==> config.mk <==
export PLATFORM = sky130hd
export DESIGN_NAME = ecc_counter
export DESIGN_NICKNAME = d
export VERILOG_FILES = /design/src/ecc_counter.v
export VERILOG_INCLUDE_DIRS = /design/src
export SDC_FILE = /design/constraint.sdc
export NUM_CORES = 1
export LEC_CHECK = 0
export BUFFER_PORTS_ARGS = -buffer_cell sky130_fd_sc_hd__buf_2
export CAP_MARGIN = 0
export CORE_ASPECT_RATIO = 1.75
export CORE_MARGIN = 4
export CORE_UTILIZATION = 60
export CTS_CLUSTER_SIZE = 14
export DETAILED_ROUTE_END_ITERATION = 16
export PLACE_DENSITY = 0.81
export SLEW_MARGIN = 20
export SYNTH_ARGS = -nofsm -noshare
export SYNTH_HDL_FRONTEND = slang
export SYNTH_SLANG_ARGS = --single-unit
==> constraint.sdc <==
create_clock -name mclk_i -period 3.4 [get_ports mclk_i]
set_input_delay 0.51 -clock mclk_i [delete_from_list [all_inputs] [get_ports mclk_i]]
set_output_delay 0.51 -clock mclk_i [all_outputs]
set_load 0.03 [all_outputs]
==> src/ecc_map.vh <==
`ifndef ECC_MAP_VH
`define ECC_MAP_VH
// ==========================================================
// register offsets (byte addresses, one word each)
`define ECC_ADDR_CTRL    8'h00
`define ECC_ADDR_PERIOD  8'h04
`define ECC_ADDR_CMPVAL  8'h08
`define ECC_ADDR_COUNT   8'h0c
`define ECC_ADDR_STATUS  8'h10
`define ECC_ADDR_IEN     8'h14
`define ECC_ADDR_ICLR    8'h18
// ==========================================================
// control fields
`define ECC_CTRL_MODE_LSB  0
`define ECC_CTRL_MODE_MSB  1
`define ECC_CTRL_CMPEN     2
`define ECC_CTRL_INTEN     3
`define ECC_CTRL_ZEN       4
`define ECC_CTRL_CCW       5
`define ECC_CTRL_CLR       6
// ==========================================================
// modes
`define ECC_MODE_ENC     2'h0
`define ECC_MODE_SEVT    2'h1
`define ECC_MODE_STMR    2'h2
`define ECC_MODE_TMR     2'h3
// ==========================================================
// status bits
`define ECC_ST_CMP       0
`define ECC_ST_ABN       1
`define ECC_ST_W         2
// ==========================================================
// widths and constants
`define ECC_LO16_MAX     16'hffff
`define ECC_HI24_MAX     24'hffffff
`define ECC_ZERO24       24'h000000
`define ECC_ZERO8        8'h00
`define ECC_ZERO32       32'h00000000
`endif

==> src/ecc_counter.v <==
// ==========================================================
// block overview
// four counting modes share one 24-bit counter register:
//   encoder mode      - up or down on each decoded pulse,
//                       wraps against the period register
//   sensor event mode - up or down on each decoded pulse,
//                       plain sixteen-bit roll-over
//   sensor timer mode - counts every enabled clock, each
//                       pulse restarts it; a compare hit
//                       means the pulse came too late
//   timer mode        - free-running 24-bit up counter
//
// direction comes from a control bit; the phase decoder
// that would normally drive it sits outside this block.
//
// the decoded pulse is asynchronous to the clock, so it
// passes two flip-flops and a rising-edge detector; a
// pulse therefore moves the counter three edges after it
// rises, and a pulse narrower than one clock may be lost.
//
// compare hits are edge triggered: a counter parked on
// the compare value sets the flag once, not every cycle,
// so software can clear it without it coming straight back.
//
// status bits are sticky; a clear written in the same
// cycle as a new event loses, so no event is dropped.
//
// the irq output is registered from status, which adds
// one cycle of lag against the status register, the same as a status read.
//
// the clock enable freezes every flip-flop, the pulse
// synchroniser included; pulses seen while frozen are
// ignored, which keeps the counter consistent with the
// rest of the state when the clock is gated.
//
// register port limits:
//   - no byte lanes; each write replaces a whole word
//   - no wait states; read data stand one cycle only
//   - unmapped reads give zero, unmapped writes vanish
//
// the z-phase enable is stored for software but has no
// effect here; the z-phase logic lives elsewhere.
// ==========================================================
`timescale 1ns/10ps
`include "ecc_map.vh"
module ecc_counter (
  input  wire        mclk_i,
  input  wire        reset_n_i,
  input  wire        clk_en_i,
  input  wire        pulse_tick_i,
  input  wire [7:0]  addr_i,
  input  wire [31:0] wdata_i,
  input  wire        wr_i,
  input  wire        rd_i,
  output reg  [31:0] rdata_o,
  output reg         position_compare_irq_o
);

  // ==========================================================
  // register state
  reg [6:0]  ctrl_reg;
  reg [15:0] period_reg;
  reg [23:0] compare_value_register_reg;
  reg [23:0] position_counter_value_reg;
  reg [2:0]  status_reg;
  reg [2:0]  ien_reg;
  reg        tick_s1_reg;
  reg        tick_s2_reg;
  reg        tick_d_reg;

  // ==========================================================
  // decoded controls
  wire [1:0] mode    = ctrl_reg[`ECC_CTRL_MODE_MSB:`ECC_CTRL_MODE_LSB];
  wire       cmpen   = ctrl_reg[`ECC_CTRL_CMPEN];
  wire       inten   = ctrl_reg[`ECC_CTRL_INTEN];
  wire       ccw     = ctrl_reg[`ECC_CTRL_CCW];
  wire       wide    = (mode == `ECC_MODE_STMR) || (mode == `ECC_MODE_TMR);
  // rising edge of the synchronised pulse; the first stage is not looked at
  wire       tick    = tick_s2_reg & ~tick_d_reg;
  wire       wr_cnt  = wr_i && (addr_i == `ECC_ADDR_COUNT);

  // ==========================================================
  // compare operand width follows mode
  function [23:0] cmp_operand;
    input [23:0] v;
    input        w;
    begin
      cmp_operand = w ? v : {`ECC_ZERO8, v[15:0]};
    end
  endfunction

  wire       match = cmpen &&
                     (position_counter_value_reg == cmp_operand(compare_value_register_reg, wide));
  reg        match_d_reg;
  // flag only on the cycle the match begins, so a parked count sets once
  wire       cmp_evt = match && !match_d_reg;
  wire       abn_evt = cmp_evt && (mode == `ECC_MODE_STMR);
  reg        wrap_evt;
  reg [23:0] cnt_next;

  // ==========================================================
  // counter next value per mode
  always @* begin
    cnt_next = position_counter_value_reg;
    wrap_evt = 1'b0;
    case (mode)
      `ECC_MODE_ENC: begin
        if (tick) begin
          if (!ccw) begin
            if (position_counter_value_reg[15:0] >= period_reg) begin
              cnt_next = `ECC_ZERO24;
              wrap_evt = 1'b1;
            end else begin
              cnt_next = {`ECC_ZERO8, position_counter_value_reg[15:0] + 16'h0001};
            end
          end else begin
            if (position_counter_value_reg[15:0] == 16'h0000) begin
              cnt_next = {`ECC_ZERO8, period_reg};
              wrap_evt = 1'b1;
            end else begin
              cnt_next = {`ECC_ZERO8, position_counter_value_reg[15:0] - 16'h0001};
            end
          end
        end
      end
      `ECC_MODE_SEVT: begin
        if (tick) begin
          if (!ccw) begin
            cnt_next = {`ECC_ZERO8, position_counter_value_reg[15:0] + 16'h0001};
          end else begin
            // 16-bit arithmetic rolls zero over to the full maximum
            cnt_next = {`ECC_ZERO8, position_counter_value_reg[15:0] - 16'h0001};
          end
          if (position_counter_value_reg[15:0] == (ccw ? 16'h0000 : `ECC_LO16_MAX)) begin
            wrap_evt = 1'b1;
          end
        end
      end
      `ECC_MODE_STMR: begin
        // measures time between pulses: each pulse restarts the count
        if (tick) begin
          cnt_next = `ECC_ZERO24;
        end else begin
          cnt_next = position_counter_value_reg + 24'h000001;
          wrap_evt = (position_counter_value_reg == `ECC_HI24_MAX);
        end
      end
      `ECC_MODE_TMR: begin
        cnt_next = position_counter_value_reg + 24'h000001; // free run, wraps at max
        wrap_evt = (position_counter_value_reg == `ECC_HI24_MAX);
      end
      default: begin
        cnt_next = position_counter_value_reg;
      end
    endcase
  end

  // ==========================================================
  // pulse input synchroniser
  always @(posedge mclk_i) begin
    if (!reset_n_i) begin
      tick_s1_reg <= 1'b0;
      tick_s2_reg <= 1'b0;
      tick_d_reg  <= 1'b0;
    end else if (clk_en_i) begin
      tick_s1_reg <= pulse_tick_i;
      tick_s2_reg <= tick_s1_reg;
      tick_d_reg  <= tick_s2_reg;
    end
  end

  // ==========================================================
  // configuration registers and counter
  always @(posedge mclk_i) begin
    if (!reset_n_i) begin
      ctrl_reg                   <= 7'h00;
      period_reg                 <= 16'h0000;
      compare_value_register_reg <= `ECC_ZERO24;
      position_counter_value_reg <= `ECC_ZERO24;
      ien_reg                    <= 3'h0;
      match_d_reg                <= 1'b0;
    end else if (clk_en_i) begin
      match_d_reg <= match;
      if (wr_i && addr_i == `ECC_ADDR_CTRL) begin
        ctrl_reg <= wdata_i[6:0];
      end
      if (wr_i && addr_i == `ECC_ADDR_PERIOD) begin
        period_reg <= wdata_i[15:0];
      end
      // whole-word writes only; no byte lanes exist on this port
      if (wr_i && addr_i == `ECC_ADDR_CMPVAL) begin
        compare_value_register_reg <= wdata_i[23:0];
      end
      if (wr_i && addr_i == `ECC_ADDR_IEN) begin
        ien_reg <= wdata_i[2:0];
      end
      // clear bit and direct writes override counting
      if (ctrl_reg[`ECC_CTRL_CLR]) begin
        position_counter_value_reg <= `ECC_ZERO24;
        ctrl_reg[`ECC_CTRL_CLR]    <= 1'b0;
      end else if (wr_cnt) begin
        position_counter_value_reg <= wide ? wdata_i[23:0] : {`ECC_ZERO8, wdata_i[15:0]};
      end else begin
        position_counter_value_reg <= cnt_next;
      end
    end
  end

  // ==========================================================
  // sticky status, set wins over clear; level irq
  always @(posedge mclk_i) begin
    if (!reset_n_i) begin
      status_reg             <= 3'h0;
      position_compare_irq_o <= 1'b0;
    end else if (clk_en_i) begin
      status_reg[`ECC_ST_CMP] <= cmp_evt |
        (status_reg[`ECC_ST_CMP] & ~(wr_i && addr_i == `ECC_ADDR_ICLR && wdata_i[`ECC_ST_CMP]));
      status_reg[`ECC_ST_ABN] <= abn_evt |
        (status_reg[`ECC_ST_ABN] & ~(wr_i && addr_i == `ECC_ADDR_ICLR && wdata_i[`ECC_ST_ABN]));
      status_reg[`ECC_ST_W]   <= wrap_evt |
        (status_reg[`ECC_ST_W] & ~(wr_i && addr_i == `ECC_ADDR_ICLR && wdata_i[`ECC_ST_W]));
      // compare and abnormal sources also need the mode-level enable
      position_compare_irq_o <= |(status_reg & ien_reg & {1'b1, inten, inten});
    end
  end

  // ==========================================================
  // read port, data the cycle after the strobe
  always @(posedge mclk_i) begin
    if (!reset_n_i) begin
      rdata_o <= `ECC_ZERO32;
    end else if (clk_en_i) begin
      rdata_o <= `ECC_ZERO32;
      if (rd_i) begin
        case (addr_i)
          `ECC_ADDR_CTRL:   rdata_o <= {25'h0000000, ctrl_reg};
          `ECC_ADDR_PERIOD: rdata_o <= {16'h0000, period_reg};
          `ECC_ADDR_CMPVAL: rdata_o <= {`ECC_ZERO8, compare_value_register_reg};
          // upper byte reads zero outside the timer modes
          `ECC_ADDR_COUNT:  rdata_o <= {`ECC_ZERO8,
                                        wide ? position_counter_value_reg[23:16] : `ECC_ZERO8,
                                        position_counter_value_reg[15:0]};
          `ECC_ADDR_STATUS: rdata_o <= {29'h00000000, status_reg};
          `ECC_ADDR_IEN:    rdata_o <= {29'h00000000, ien_reg};
          default:          rdata_o <= `ECC_ZERO32;
        endcase
      end
    end
  end

endmodule

==> summary.txt <==
Cells and area
  – Synth-to-layout area growth: 9.13%
  – N_diodes: 0
  – Layout cells sized above 1: 13.5%
  – Net count of the finished layout: 1069
  – Fill cell count: 1034
  – Final std cells w/o fill: 1142

Outcome
  – Status: completed

Synth
  – Synth unique cells: 81
  – Top-count cell post-synth: nand2_1
  – Number of enable flip-flop cells after synthesis: 0
  – YS warnings: 0
  – Synth Instances: 976
  – Asr flop ratio synth: 0%
  – Prevailing post-synth register cell: dfxtp_1
  – Post-synth top area share: 29.5%
  – Most common library cells after synthesis: nand2_1 (159), dfxtp_1 (106), a21oi_1 (94)
  – Top cells by area, synth: dfxtp_1 (29%), nand2_1 (8.3%), a21oi_1 (6.5%)
  – Synth Cell Area: 0.00720 sq mm
  – Dominant cell type by area after synthesis: dfxtp_1
  – Synthesized area per cell: 7.38 sq um
  – Post-synthesis sequential area ratio: 29.5%
  – FF+latch count, synth: 106

Power
  – Overall Power: 2.42 mW
  – Pwr/cell area: 308 mW/mm^2
  – Leakage: 2.83 nW
  – Worst VDD drop: 0.000358 V
  – Part of the power in the clock network: 43.0%
  – Internal: 1.79 mW
  – Sequential share of power: 51.5%
  – Logic gate share of total power: 5.5%
  – Net Switching: 629 uW
  – Net Sw Frac: 26.0%

Clock network
  – CTS tree: built
  – CTS Buf Count: 9
  – CTS Hold Bufs: 0
  – Skew-Pair Late Insertion Delay: 0.36 ns
  – CTS clk-pin slew, worst paths: 0.08 ns
  – Htree depth: 3
  – Root Driver: clkbuf_16
  – CTS Buffer Depth: 2
  – Postcts setup bufs: 0
  – Post-CTS Resized: 0
  – Sink Count: 106

Min path
  – Type of the most critical hold path: primary input to flop

Routing
  – Total Wirelength: 24400 um
  – # DRC: 0
  – Total number of vias: 7884
  – Initial DRC count: 859
  – Pre-Repair DR Iteration Count: 5
  – Via density: 6.90
  – Antenna Nets Post-Route: 0
  – WL per Instance: 21.3 um

Global routing
  – First-pass GRT wire length: 38600 um
  – Total track usage: 34.4%
  – GR Overflow Total: 0
  – Antenna violations before repair: 0
  – Vias in the first global route: 7322
  – Largest net degree at the start of global routing: 68

Setup path
  – CP startpoint kind: flop
  – CP max stage delay: 0.61 ns
  – Worst Path Buf+Inv: 1
  – Sequence of cells on the critical path: inv_1, ha_1, or4b_2, or4_4, or2_1, o21ai_1, o211ai_1, a22o_1
  – Critical Path AT: 3.15 ns
  – Dominant delay contributor by cell family on the critical path: simple AND/OR/NAND/NOR gates
  – Setup crit end kind: flop
  – WS Path Type: flop to flop
  – Crit Path Max Fanout: 23
  – Slowest cell on the critical path: or4_4
  – Worst path required time: 3.64 ns

STA
  – Tmin final: 2.91 ns
  – Unrepaired setup endpoints after global routing: false
  – Max_slew headroom: 31.2%
  – Setup_tns: 0 ns
  – Hold Vio Cnt, Final: 0
  – Setup violators final: 0
  – Worst-case clock skew: 0.0111 ns
  – Fin. max-slew vios: 0
  – Period utilization: 85.6%
  – Measured slew at the worst slew-check pin: 1.03 ns
  – F_max: 0.344 GHz

Place
  – Routability Congestion: 1.03
  – Port Buffer Count: 62
  – Placed Cells incl. Taps: 1127
  – Dpl hpwl: 17600 um

Die
  – Core area: 0.0116 sq mm
  – Initial Utilization: 61.8%
  – Die width: 90.8 um
  – Die area: 0.0139 sq mm
  – Row count: 52
  – Top Ports: 79
  – Vert. Die Dim: 153 um

Run
  – Max Cap Viol: 0
per-stage QoR:
stage | cell area [sq um] | hold slack, ns | util (%) | setup slack (ns)
3_5_place_dp | 7570 | 0.451 | 65.0 | 0.521
3_3_place_gp | 7570 | 0.447 | 65.0 | 0.604
2_1_floorplan | 7220 | 0.436 | - | 0.665
4_1_cts | 7860 | 0.391 | 67.4 | 0.547
6_report | 7860 | 0.392 | 67.4 | 0.490
5_1_grt | 7860 | 0.413 | 67.4 | 0.447
cell usage in the layout (no fill, tap or decap), types with 14 or more instances in the layout:
cell	synthesis	final
a21oi_1	94	94
buf_4	8	37
nand2_1	159	159
nor3_1	24	23
nand4_1	14	14
inv_1	24	24
buf_2	4	62
xnor2_1	23	23
a21o_1	20	20
dfxtp_1	106	106
o21ai_0	40	40
ha_1	20	20
nand3_1	45	45
a22oi_1	14	14
nor2_1	66	65
xor2_1	24	24
worst min-delay path, cell delays in order:
cell,delay (ns)
buf_2,0.08
mux2i_1,0.05
nor2_1,0.07
kinds of logic (layout without fill, tap and decap cells):
logic type	Yosys count	count (layout)	synth area share (%)
AO/OA/AOI/OAI	284	284	26.5
adder cells (fa/ha/maj)	20	20	3.48
flip-flops	106	106	29.5
AND/OR/NAND/NOR	388	388	25.7
XOR/XNOR	47	47	5.72
buffers and inverters	117	141	7.27
other	1	8	0.0521
multiplexers	13	13	1.83
power by group through the flow:
stage | clock network [mW] | registers (mW) | logic (mW)
detailed placement | 0 | 1.27 | 0.128
CTS | 1.04 | 1.24 | 0.129
global placement | 0 | 1.27 | 0.129
finish | 1.04 | 1.24 | 0.133
global route | 1.09 | 1.25 | 0.139
floorplan | 0 | 1.27 | 0.0726
worst paths after layout:
kind / start / end / slack, ns / depth (start not counted)
hold reg to reg: rdata_o[4] / rdata_o[4] / 0.46 / 2
hold / removal: pulse_tick_i / tick_s1_reg / 0.39 / 3
setup / recovery: position_counter_value_reg[1] / position_counter_value_reg[0] / 0.49 / 8
setup reg to reg: position_counter_value_reg[1] / position_counter_value_reg[0] / 0.49 / 8
layout make-up:
class                   count  area [sq um]  share of cell area (%)
clock buffers               9           225                    2.87
clock inverters             6          62.6                   0.796
inverters                  27           101                    1.29
multi-input cells         760          4590                    58.4
flip-flops and latches    106          2120                    27.0
well taps                 135           169                    2.15
repair buffers             99           588                    7.49
routing by layer:
layer	global-route usage (%)	part of all wire, %	vias to the layer above
met3	4.67	10	156
li1	-	-	3560
met5	0	0	-
met4	24.0	8.4	0
met2	54.6	46	530
met1	42.9	36	3638
Power figures use the tool's default switching activity.
